`src/pkg/sramc_pkg.sv`:
```
`default_nettype none
package sramc_pkg;

  // ==========================================================
  // geometry
  localparam int ADDR_W = 8;
  localparam int DATA_W = 4;

  // ==========================================================
  // timing, figures in ns at the fastest grade
  localparam int CLK_PERIOD_NS             = 8;
  localparam int SELECT_TO_VALID_DELAY_NS  = 180;
  localparam int OUTPUT_ENABLE_DELAY_NS    = 130;
  localparam int OUTPUT_FLOAT_DELAY_NS     = 180;
  localparam int SELECT_TO_WRITE_END_MIN_NS = 150;
  localparam int ADDR_HOLD_NS              = 40;

  // least times round up
  localparam int SEL_VALID_CYC = (SELECT_TO_VALID_DELAY_NS + CLK_PERIOD_NS - 1) / CLK_PERIOD_NS;
  localparam int OE_VALID_CYC  = (OUTPUT_ENABLE_DELAY_NS + CLK_PERIOD_NS - 1) / CLK_PERIOD_NS;
  localparam int FLOAT_CYC     = (OUTPUT_FLOAT_DELAY_NS + CLK_PERIOD_NS - 1) / CLK_PERIOD_NS;
  localparam int WR_SEL_CYC    = (SELECT_TO_WRITE_END_MIN_NS + CLK_PERIOD_NS - 1) / CLK_PERIOD_NS;
  localparam int CNT_W         = 8;

  // read wait is the later of select and output-enable delays
  localparam int RD_WAIT_CYC = (SEL_VALID_CYC > OE_VALID_CYC) ? SEL_VALID_CYC : OE_VALID_CYC;

  // ==========================================================
  // reset values of the pins
  localparam logic [ADDR_W-1:0] ADDR_RST = 8'h00;
  localparam logic [DATA_W-1:0] DATA_RST = 4'h0;

  // ==========================================================
  // types
  typedef enum logic [1:0] {
    SRAMC_IDLE,
    SRAMC_READ,
    SRAMC_WRITE,
    SRAMC_FLOAT
  } sramc_state_t;

  typedef struct packed {
    logic              write;
    logic [ADDR_W-1:0] addr;
    logic [DATA_W-1:0] wdata;
  } sramc_req_t;

endpackage
`default_nettype wire

```
`src/rtl/sramc_host.sv`:
```
`timescale 1ns/1ps
`default_nettype none
// Overview of operation
// - shared data pins, host drives only writes
// - two active-low chip selects per package
// - wait select-to-valid delay before sampling read
// - wait output-enable delay before sampling read
// - hold selects before write end long enough
module sramc_host #(
  parameter int ADDR_W = sramc_pkg::ADDR_W,
  parameter int DATA_W = sramc_pkg::DATA_W
) (
  input  wire logic                 CORE_CLK,
  input  wire logic                 RST_B,
  input  wire sramc_pkg::sramc_req_t REQ,
  input  wire logic                 REQ_VALID,
  output var  logic                 REQ_READY,
  output var  logic [DATA_W-1:0]    RDATA,
  output var  logic                 RDATA_VALID,
  output var  logic [ADDR_W-1:0]    MEM_ADDR,
  output var  logic                 CHIP_SELECT_FIRST_N,
  output var  logic                 CHIP_SELECT_SECOND_N,
  output var  logic                 OUTPUT_DISABLE,
  output var  logic                 WRITE_N,
  input  wire logic [DATA_W-1:0]    MEM_DATA_I,
  output var  logic [DATA_W-1:0]    MEM_DATA_O,
  output var  logic [DATA_W-1:0]    MEM_DATA_OE_N
);

  // ==========================================================
  // pin input synchroniser
  logic [DATA_W-1:0] din_meta_reg;
  logic [DATA_W-1:0] din_sync_reg;

  // two stages; the first feeds only the second
  always_ff @(posedge CORE_CLK or negedge RST_B) begin
    if (!RST_B) begin
      din_meta_reg <= sramc_pkg::DATA_RST;
      din_sync_reg <= sramc_pkg::DATA_RST;
    end else begin
      din_meta_reg <= MEM_DATA_I;
      din_sync_reg <= din_meta_reg;
    end
  end

  // ==========================================================
  // sequencer
  sramc_pkg::sramc_state_t        state_reg;
  logic [sramc_pkg::CNT_W-1:0]    cnt_reg;

  // read waits two extra cycles for the synchroniser
  localparam logic [sramc_pkg::CNT_W-1:0] RD_WAIT =
    sramc_pkg::CNT_W'(sramc_pkg::RD_WAIT_CYC + 2);
  localparam logic [sramc_pkg::CNT_W-1:0] WR_WAIT =
    sramc_pkg::CNT_W'(sramc_pkg::WR_SEL_CYC);
  localparam logic [sramc_pkg::CNT_W-1:0] FL_WAIT =
    sramc_pkg::CNT_W'(sramc_pkg::FLOAT_CYC);

  // ==========================================================
  // access decode
  logic                           accept;
  logic                           rd_done;
  logic                           wr_done;
  logic                           fl_done;

  // start and end of each phase, decoded once so the pin processes agree
  always_comb begin
    accept  = (state_reg == sramc_pkg::SRAMC_IDLE) && REQ_VALID && REQ_READY;
    rd_done = (state_reg == sramc_pkg::SRAMC_READ) && (cnt_reg == RD_WAIT);
    wr_done = (state_reg == sramc_pkg::SRAMC_WRITE) && (cnt_reg == WR_WAIT);
    fl_done = (state_reg == sramc_pkg::SRAMC_FLOAT) && (cnt_reg == FL_WAIT);
  end

  // state walk; a read always passes through float before the bus is reused
  always_ff @(posedge CORE_CLK or negedge RST_B) begin
    if (!RST_B) begin
      state_reg <= sramc_pkg::SRAMC_IDLE;
    end else begin
      case (state_reg)
        sramc_pkg::SRAMC_IDLE: begin
          if (accept) begin
            state_reg <= REQ.write ? sramc_pkg::SRAMC_WRITE : sramc_pkg::SRAMC_READ;
          end
        end
        sramc_pkg::SRAMC_READ: begin
          if (rd_done) begin
            state_reg <= sramc_pkg::SRAMC_FLOAT;
          end
        end
        sramc_pkg::SRAMC_WRITE: begin
          if (wr_done) begin
            state_reg <= sramc_pkg::SRAMC_IDLE;
          end
        end
        sramc_pkg::SRAMC_FLOAT: begin
          if (fl_done) begin
            state_reg <= sramc_pkg::SRAMC_IDLE;
          end
        end
        default: begin
          state_reg <= sramc_pkg::SRAMC_IDLE;
        end
      endcase
    end
  end

  // cycle counter, restarted at each phase end so every wait counts from zero
  always_ff @(posedge CORE_CLK or negedge RST_B) begin
    if (!RST_B) begin
      cnt_reg <= '0;
    end else if (state_reg == sramc_pkg::SRAMC_IDLE) begin
      cnt_reg <= '0;
    end else if (rd_done || wr_done || fl_done) begin
      cnt_reg <= '0;
    end else begin
      cnt_reg <= cnt_reg + 1'b1;
    end
  end

  // ==========================================================
  // request handshake
  // ready only in idle, registered so it leaves with the accept
  always_ff @(posedge CORE_CLK or negedge RST_B) begin
    if (!RST_B) begin
      REQ_READY <= 1'b0;
    end else if (state_reg == sramc_pkg::SRAMC_IDLE) begin
      REQ_READY <= !accept;
    end else begin
      REQ_READY <= 1'b0;
    end
  end

  // ==========================================================
  // address, latched for the whole access so the word never moves under a read
  always_ff @(posedge CORE_CLK or negedge RST_B) begin
    if (!RST_B) begin
      MEM_ADDR <= sramc_pkg::ADDR_RST;
    end else if (accept) begin
      MEM_ADDR <= REQ.addr;
    end
  end

  // both selects move together, so any package on the bus sees one decode
  always_ff @(posedge CORE_CLK or negedge RST_B) begin
    if (!RST_B) begin
      CHIP_SELECT_FIRST_N  <= 1'b1;
      CHIP_SELECT_SECOND_N <= 1'b1;
    end else if (accept) begin
      CHIP_SELECT_FIRST_N  <= 1'b0;
      CHIP_SELECT_SECOND_N <= 1'b0;
    end else if (rd_done || wr_done) begin
      CHIP_SELECT_FIRST_N  <= 1'b1;
      CHIP_SELECT_SECOND_N <= 1'b1;
    end
  end

  // ==========================================================
  // output disable, held high except during reads, so a write never meets memory drive
  always_ff @(posedge CORE_CLK or negedge RST_B) begin
    if (!RST_B) begin
      OUTPUT_DISABLE <= 1'b1;
    end else if (accept) begin
      OUTPUT_DISABLE <= REQ.write;
    end else if (rd_done || wr_done) begin
      OUTPUT_DISABLE <= 1'b1;
    end
  end

  // write strobe spans the select window; selects and strobe end together
  always_ff @(posedge CORE_CLK or negedge RST_B) begin
    if (!RST_B) begin
      WRITE_N <= 1'b1;
    end else if (accept) begin
      WRITE_N <= !REQ.write;
    end else if (wr_done) begin
      WRITE_N <= 1'b1;
    end
  end

  // ==========================================================
  // write data; only meaningful while the pin enable below is low
  always_ff @(posedge CORE_CLK or negedge RST_B) begin
    if (!RST_B) begin
      MEM_DATA_O <= sramc_pkg::DATA_RST;
    end else if (accept && REQ.write) begin
      MEM_DATA_O <= REQ.wdata;
    end
  end

  // pins driven only while writing; zero hold needed, release with strobe
  always_ff @(posedge CORE_CLK or negedge RST_B) begin
    if (!RST_B) begin
      MEM_DATA_OE_N <= '1;
    end else if (accept && REQ.write) begin
      MEM_DATA_OE_N <= '0;
    end else if (wr_done) begin
      MEM_DATA_OE_N <= '1;
    end
  end

  // ==========================================================
  // read word, held until the next read; memory needs no refresh or clock
  always_ff @(posedge CORE_CLK or negedge RST_B) begin
    if (!RST_B) begin
      RDATA <= sramc_pkg::DATA_RST;
    end else if (rd_done) begin
      RDATA <= din_sync_reg;
    end
  end

  // one-cycle strobe alongside the word
  always_ff @(posedge CORE_CLK or negedge RST_B) begin
    if (!RST_B) begin
      RDATA_VALID <= 1'b0;
    end else begin
      RDATA_VALID <= rd_done;
    end
  end

endmodule
`default_nettype wire

```
`config.mk`:
```
export PLATFORM = sky130hd
export DESIGN_NAME = sramc_host
export DESIGN_NICKNAME = d
export VERILOG_FILES = /design/src/pkg/sramc_pkg.sv /design/src/rtl/sramc_host.sv
export SDC_FILE = /design/constraint.sdc
export NUM_CORES = 1
export LEC_CHECK = 0
export ABC_AREA = 1
export BUFFER_PORTS_ARGS = -buffer_cell sky130_fd_sc_hd__buf_2
export CAP_MARGIN = 20
export CORE_UTILIZATION = 51
export DETAILED_ROUTE_END_ITERATION = 6
export GPL_TIMING_DRIVEN = 0
export PLACE_DENSITY_LB_ADDON = 0.05
export SLEW_MARGIN = 20
export SYNTH_ARGS = -nofsm -noshare
export SYNTH_HDL_FRONTEND = slang
export SYNTH_SLANG_ARGS = --single-unit
```
`constraint.sdc`:
```
create_clock -name CORE_CLK -period 1.4 [get_ports CORE_CLK]
set_input_delay 0.28 -clock CORE_CLK [delete_from_list [all_inputs] [get_ports CORE_CLK]]
set_output_delay 0.28 -clock CORE_CLK [all_outputs]
set_load 0.03 [all_outputs]
```
# Word level (Yosys, flattened, before mapping)

Index checks and enable logic that the tools add are counted.

Add/sub/neg operators: 1
Equal/unequal tests: 10
Mux-type cells: 16
Reductions and logical operators: 15

Operators by type and width:

| operator            | number |
|---|---|
| $eq 8x5->1 const B  | 3 |
| $mux 8              | 2 |
| $mux 2              | 5 |
| $add 8x1->8 const B | 1 |
| $mux 4              | 2 |
| $ne 2x2->1 const B  | 4 |
| $pmux 2 s4          | 1 |
| $logic_and 1x1->1   | 6 |
| $mux 1              | 6 |
| $reduce_bool 2->1   | 3 |
| $eq 2x2->1 const B  | 2 |
| $reduce_and 4->1    | 1 |
| $eq 2x1->1 const B  | 1 |
| $logic_not 1->1     | 2 |
| $logic_not 2->1     | 1 |
| $logic_or 1x1->1    | 2 |

Bits in registers: 43
Bits of input ports: 20
Output and inout bits: 26
Logic and storage cells: 55

# Depth between registers and ports, before layout

Gate-level depths: netlist (run 1).

Depth in word-level cells: 6
Mapped depth: 10
Depth with buffers taken out: 10

# Worst setup path before layout (run 1)

OpenSTA, ideal clock, no wires.

Kind: register -> register
From: reg cnt_reg[0] in the netlist's numbering
To: reg state_reg[0]
Setup time: 0.120 ns
Arrival time: 1.137 ns
Required time: 1.280 ns
Slack: 0.143 ns
Cell stages (with the launch flop): 9
Buffers on the path: 0
Period minus slack after synthesis: 1.257 ns
Cell sequence: dfrtp_1 -> ha_1 -> inv_1 -> nor3_1 -> nand2_1 -> nand2_1 -> nand2_1 -> o21ai_1 -> nand2_1

Longest elaborated chain between the ends: 4
Elaborated cells on any way between the ends: 10
Classes of those cells: eq/ne (6); reduce/logical (4)

Ends and longest elaborated chain:

| what                                 | line                                                 | text |
|---|---|---|
| start: declaration                   | sramc_host.sv:49                                     | `logic [sramc_pkg::CNT_W-1:0] cnt_reg;` |
| start signal: assignment             | sramc_host.sv:116                                    | `cnt_reg <= cnt_reg + 1'b1;` |
| $eq 8x5->1 (on tied branches)        | sramc_host.sv:71, sramc_host.sv:69, sramc_host.sv:70 |  |
| $logic_and 1x1->1 (on tied branches) | sramc_host.sv:71, sramc_host.sv:69, sramc_host.sv:70 |  |
| $ne 2x2->1 (no source line)          | -                                                    |  |
| $reduce_and 4->1 (no source line) *  | -                                                    |  |
| end signal: assignment               | sramc_host.sv:77                                     | `state_reg <= sramc_pkg::SRAMC_IDLE;` |
| end signal: assignment               | sramc_host.sv:82                                     | `state_reg <= REQ.write ? sramc_pkg::SRAMC_WRITE : sramc_pkg::SRAMC_READ;` |
| end signal: assignment               | sramc_host.sv:87                                     | `state_reg <= sramc_pkg::SRAMC_FLOAT;` |
| end: declaration                     | sramc_host.sv:48                                     | `sramc_pkg::sramc_state_t state_reg;` |

Every way passes the cells marked *; elsewhere a longest branch is shown, timed or not.
A chain may end at the register's enable or synchronous reset.

==> results of run 1 <==
-- worst max-delay path: stages, from the launching register on --
cell and delay, ps:
sky130_fd_sc_hd__dfstp_2 590, sky130_fd_sc_hd__buf_4 120, sky130_fd_sc_hd__buf_6 120
-- cells by family after synthesis --
family	after synthesis	synth area share
xor gates and xnor gates	5	0.0255
DFF	40	0.587
adders and majority gates	2	0.0146
buffers and inverters	27	0.0737
AOI/OAI and AO/OA	8	0.0292
and+or+nand+nor	100	0.270
-- metrics by stage --
step	total power, W	hold slack [ps]	TNS [ps]
6_report	0.00472	7.81	-211
5_1_grt	0.00502	0.309	-978
4_1_cts	0.00450	11.1	-256
3_5_place_dp	0.00359	345	-179
3_3_place_gp	0.00351	335	0
2_1_floorplan	0.00309	-15.6	0
-- cell usage after synthesis --
master                     number
sky130_fd_sc_hd__nand2_1       68
sky130_fd_sc_hd__dfrtp_1       36
sky130_fd_sc_hd__inv_1         15
sky130_fd_sc_hd__nor2_1         9
sky130_fd_sc_hd__inv_2          7
sky130_fd_sc_hd__nand3_1        6
sky130_fd_sc_hd__nor3_1         6
sky130_fd_sc_hd__xor2_1         5
sky130_fd_sc_hd__a21oi_1        4
sky130_fd_sc_hd__buf_4          4
sky130_fd_sc_hd__dfstp_2        4
sky130_fd_sc_hd__nor2_4         4
sky130_fd_sc_hd__ha_1           2
sky130_fd_sc_hd__nand2_4        2
sky130_fd_sc_hd__nor2_2         2
sky130_fd_sc_hd__o21ai_2        2
sky130_fd_sc_hd__clkbuf_8       1
sky130_fd_sc_hd__nand2_2        1
sky130_fd_sc_hd__nand3_2        1
sky130_fd_sc_hd__nand3_4        1
sky130_fd_sc_hd__o21ai_1        1
sky130_fd_sc_hd__o21bai_1       1
-- what timing repair did --
action | 4_1_cts | 5_1_grt
buffers inserted | 2 | 2
resized for setup | 12 | 27
hold endpoints to repair | 0 | 2
pin swaps | 0 | 10
setup endpoints to repair | 15 | 19
hold buffers | 0 | 2
-- layout make-up --
class,instances,share of cell area
plain buffers,5,0.0210
clock buffers,6,0.0183
clock inverters,2,0.0155
inverters,22,0.0365
multi-input cells,115,0.300
flip-flops and latches,40,0.445
well taps,44,0.0244
repair buffers,51,0.139
-- layer usage --
metal / track usage / up-vias / part of all wire
met5: 0 / - / 0
met3: 0.0714 / 8 / 0.050
met4: 0.0897 / 0 / 0.020
met2: 0.387 / 43 / 0.54
li1: - / 669 / -
met1: 0.243 / 620 / 0.39
-- where the power goes --
group,leakage [nW],switching (W),internal (W),total (W)
logic,0.667,0.00133,0.000829,0.00215
clock network,0.0422,0.000383,0.000374,0.000757
registers,0.502,0.000293,0.00151,0.00180
-- path summary, 6_finish.rpt --
kind / startpoint / endpoint / slack (ps) / cells after the start
min in group CORE_CLK: MEM_DATA_I[2] / din_meta_reg[2]$_DFF_PN0_ / 30 / 1
worst min-delay path: RST_B / cnt_reg[5]$_DFF_PN0_ / 8 / 1
worst max register to register: cnt_reg[1]$_DFF_PN0_ / state_reg[0]$_DFFE_PN0P_ / 20 / 9
worst min register to register: din_meta_reg[0]$_DFF_PN0_ / din_sync_reg[0]$_DFF_PN0_ / 370 / 0
max in group asynchronous: RST_B / din_sync_reg[1]$_DFF_PN0_ / 860 / 1
worst max-delay path: MEM_DATA_OE_N[2]$_DFFE_PN1P_ / MEM_DATA_OE_N[1] / -60 / 2
==> impl_metrics.yaml, run 1 <==
global_route:
  track_usage: 0.220
  antenna_found_initial: 0
  grt_pass1_vias: 1306
  grt_start_max_net_pins: 41
  global_route.overflow_total: 0
  grt_pass1_wl_um: 5530
detailed_routing:
  drt_first_iter_violations: 48
  dr_total_vias: 1340
  route.detailed.vias_per_inst: 4.70
  ant_nets: 0
  wirelength_um: 3450
  first_pass_iteration_count_of_the_detailed_router: 4
  route.detailed.drc: 0
  wirelength_per_cell_um: 12.1
timing:
  final_period_utilization: 1.04
  worst_clock_skew_ps: 8.31
  setup_viol_count_final: 4
  worst_margin_pin_slew_ps: 836
  finalWorstSetupSlack_ps: -60.0
  worst_slew_margin_rel: 0.443
  rsz0062_at_grt: "true"
  max_freq_mhz: 685
  timing_max_transition_violations_final: 0
  period_needed_ps: 1460
  final-hold-violation-count: 0
cts:
  clkSlewWorstSetupHoldPaths_ps: 120
  cts_num_sinks: 40
  tritoncts: "done"
  ctsRootBufferMaster: "sky130_fd_sc_hd__clkbuf_4"
  tritoncts.num_buffers: 5
  clock_tree.htree_level_count: 2
  clk_latency_ps: 350
  ctsLongestPathBuffers: 2
finish:
  layout.cells.non_filler: 285
  syn2layout_area_growth_pct: 31.8
  multi_input_area_um2: 678
  finish.instance_area_um2: 2260
  n_antenna_cell: 0
  final_core_util: 0.722
  mostFrequentLayoutCell: "sky130_fd_sc_hd__nand2_1"
  layout.filler_cells: 257
  finish.net_count: 262
  layout.cells.most_common_list: "sky130_fd_sc_hd__nand2_1 (65), sky130_fd_sc_hd__buf_2 (37), sky130_fd_sc_hd__dfrtp_1 (36)"
  layout.area.seq_um2: 1010
  post_route_cells_drive_above_1_share: 0.415
placed_design:
  port_buffers: 45
  finalWeightedCongestion: 0.729
  placedCellCount: 271
  place_area_um2: 1990
  dpl.hpwl_um: 2340
  dp_slack_ps: -53.9
job:
  drv_cap: 0
synthesis:
  synth.yosys.seq_area_share: 0.587
  yosys_warnings: 0
  synth.top_cells.by_area: "sky130_fd_sc_hd__dfrtp_1 (53%), sky130_fd_sc_hd__nand2_1 (15%), sky130_fd_sc_hd__dfstp_2 (6.1%)"
  netlist-cell-type-count: 22
  postSynthCellCount: 182
  synth.ff_latch_count: 40
  area_share_of_the_largest_cell_type_after_synthesis: 0.526
  synth.net_count: 204
  synthDominantAreaCellType: "sky130_fd_sc_hd__dfrtp_1"
  syn-cell-area_um2: 1710
  synth_area_per_cell_um2: 9.42
floorplanning:
  floorplan.initialDensity: 0.548
  horiz_die_dim_um: 60.0
  io_pins: 46
  floorplan.rows: 20
  die_area_um2: 3600
  chipHeight_um: 60.0
  floorplan_core_area_um2: 3130
power:
  pwr_density_cell_nw_per_um2: 2090
  power.leakage_nw: 1.21
  vdd_ir_drop_max_v: 0.00113
worst_setup_path:
  startpoint_type: "flip-flop"
  critical_path_arrival_ps: 1180
  cp-end-kind: "output pin"
  timing_worst_setup_path_type: "flip-flop to output pin"
  critical_path_peak_fanout: 5
  crit_required_ps: 1120
outcome:
  failing_checks: "negative setup slack"
  outcome: "finished with violations"
min_path:
  class_of_the_worst_hold_path: "input pin to asynchronous set/reset pin"
Note: power is estimated with default switching activity, not from simulation.
==> inputs of run 2 (changes only) <==
Settings changed: CORE_UTILIZATION 51 to 55.
Clock period 1.4 ns to 1.9 ns, I/O delays scaled along.
==> run 2 against run 1 <==
- sequential cell count did not move
- combinational power shrank 38%
- worst setup slack better by 370 ps
- the run ends with design-rule violations left
- routed wire length fell by 7.9%
- die area down 7.0%
- critical path type unchanged
- final cell count is 6.7% lower
- largest cell class unchanged
==> impl_metrics.yaml, run 2 (synthesized netlist as in run 1, its figures left out) <==
timing:
  timing_max_transition_violations_final: 0
  worst_clock_skew_ps: 5.66
  period_needed_ps: 1590
  final-hold-violation-count: 0
  timing.setup.tns_ps: 0
  worst_slew_margin_rel: 0.430
  rsz0062_at_grt: "false"
  worst_margin_pin_slew_ps: 855
  max_freq_mhz: 628
  final_period_utilization: 0.838
  setup_viol_count_final: 0
detailed_routing:
  route.detailed.vias_per_inst: 4.95
  wirelength_um: 3180
  route.detailed.drc: 2
  wirelength_per_cell_um: 11.9
  drt_first_iter_violations: 37
  dr_total_vias: 1318
  ant_nets: 0
  first_pass_iteration_count_of_the_detailed_router: 6
worst_setup_path:
  crit_path_buffers_inverters: 2
  startpoint_type: "flip-flop"
  crit_required_ps: 1520
  critical_path_peak_fanout: 5
  cp_top_family: "flip-flops"
  crit_chain: "buf_4 > buf_2"
  critPathMaxStageDelay_ps: 580
  rr_worst_depth: 6
  timing_worst_setup_path_type: "flip-flop to output pin"
  cp_num_cells: 2
  critical_path_arrival_ps: 1210
  cp-end-kind: "output pin"
  slowest_stage: "sky130_fd_sc_hd__dfstp_2"
global_route:
  track_usage: 0.219
  grt_start_max_net_pins: 41
  grt_pass1_wl_um: 5350
  grt_pass1_vias: 1236
  antenna_found_initial: 0
  global_route.overflow_total: 0
placed_design:
  port_buffers: 45
  dpl.hpwl_um: 2380
  finalWeightedCongestion: 0.776
cts:
  cts_num_sinks: 40
  tritoncts.num_buffers: 5
  cts-hold-fix-buffers: 0
  ctsLongestPathBuffers: 2
  clkSlewWorstSetupHoldPaths_ps: 120
  clk_latency_ps: 340
  clock_tree.htree_level_count: 2
  cts.repair_timing.setup_buffer_count: 0
  post_cts.resized_instances: 0
  ctsRootBufferMaster: "sky130_fd_sc_hd__clkbuf_4"
  tritoncts: "done"
power:
  report.power.total_w: 0.00345
  power.leakage_nw: 1.18
  vdd_ir_drop_max_v: 0.00102
  pwr_density_cell_nw_per_um2: 1640
finish:
  syn2layout_area_growth_pct: 22.8
  finish.net_count: 256
  post_route_cells_drive_above_1_share: 0.349
  n_antenna_cell: 0
  mostFrequentLayoutCell: "sky130_fd_sc_hd__nand2_1"
  layout.cells.most_common_list: "sky130_fd_sc_hd__nand2_1 (68), sky130_fd_sc_hd__buf_2 (45), sky130_fd_sc_hd__dfrtp_1 (36)"
  final_core_util: 0.738
floorplanning:
  chipHeight_um: 57.8
  io_pins: 46
  die_area_um2: 3340
  floorplan_core_area_um2: 2850
  horiz_die_dim_um: 57.8
  floorplan.rows: 19
  floorplan.initialDensity: 0.601
outcome:
  failing_checks: "design-rule violations"
  outcome: "finished with violations"
min_path:
  min_delay_path_depth: 1
  class_of_the_worst_hold_path: "input pin to flip-flop"
job:
  drv_cap: 0
## run 2: layout make-up
class	instances	area, um^2
Buffer	5	43.8
Fill cell	223	747
Timing Repair Buffer	45	225
Inverter	22	82.6
Clock inverter	3	90.1
Clock buffer	5	37.5
Multi-Input combinational cell	115	582
Tap cell	31	38.8
Sequential cell	40	1010
## run 2: where the power goes
group	internal (W)	switching (W)
Clock	0.000542	0.000271
Sequential	0.00111	0.000187
Combinational	0.000431	0.000904
## run 2: worst paths after layout
kind	startpoint	slack, ps	endpoint
worst max-delay path	MEM_DATA_OE_N[2]$_DFFE_PN1P_	310	MEM_DATA_OE_N[2]
worst min-delay path	MEM_DATA_I[0]	130	din_meta_reg[0]$_DFF_PN0_
worst max register to register	cnt_reg[0]$_DFF_PN0_	430	cnt_reg[2]$_DFF_PN0_
worst min register to register	din_meta_reg[3]$_DFF_PN0_	360	din_sync_reg[3]$_DFF_PN0_
max in group asynchronous	RST_B	1230	MEM_ADDR[4]$_DFFE_PN0N_
min in group asynchronous	RST_B	140	cnt_reg[3]$_DFF_PN0_
## run 2: stage by stage
step           worst slack, ps  hold WS [ps]  std cells  area (um^2)
6_report                   309           134        266         2110
5_1_grt                    259          95.5        266         2110
4_1_cts                    289           120        266         2110
3_5_place_dp               451           337        258         1980
3_3_place_gp               514           334        258         1980
2_1_floorplan              643          84.4        182         1710
## run 2: layer usage
metal | part of all wire | routed length, um | global-route usage
met5 | 0 | 0 | 0
met3 | 0.039 | 123 | 0.0670
met1 | 0.39 | 1250 | 0.243
met2 | 0.56 | 1760 | 0.397
met4 | 0.012 | 39 | 0.0714
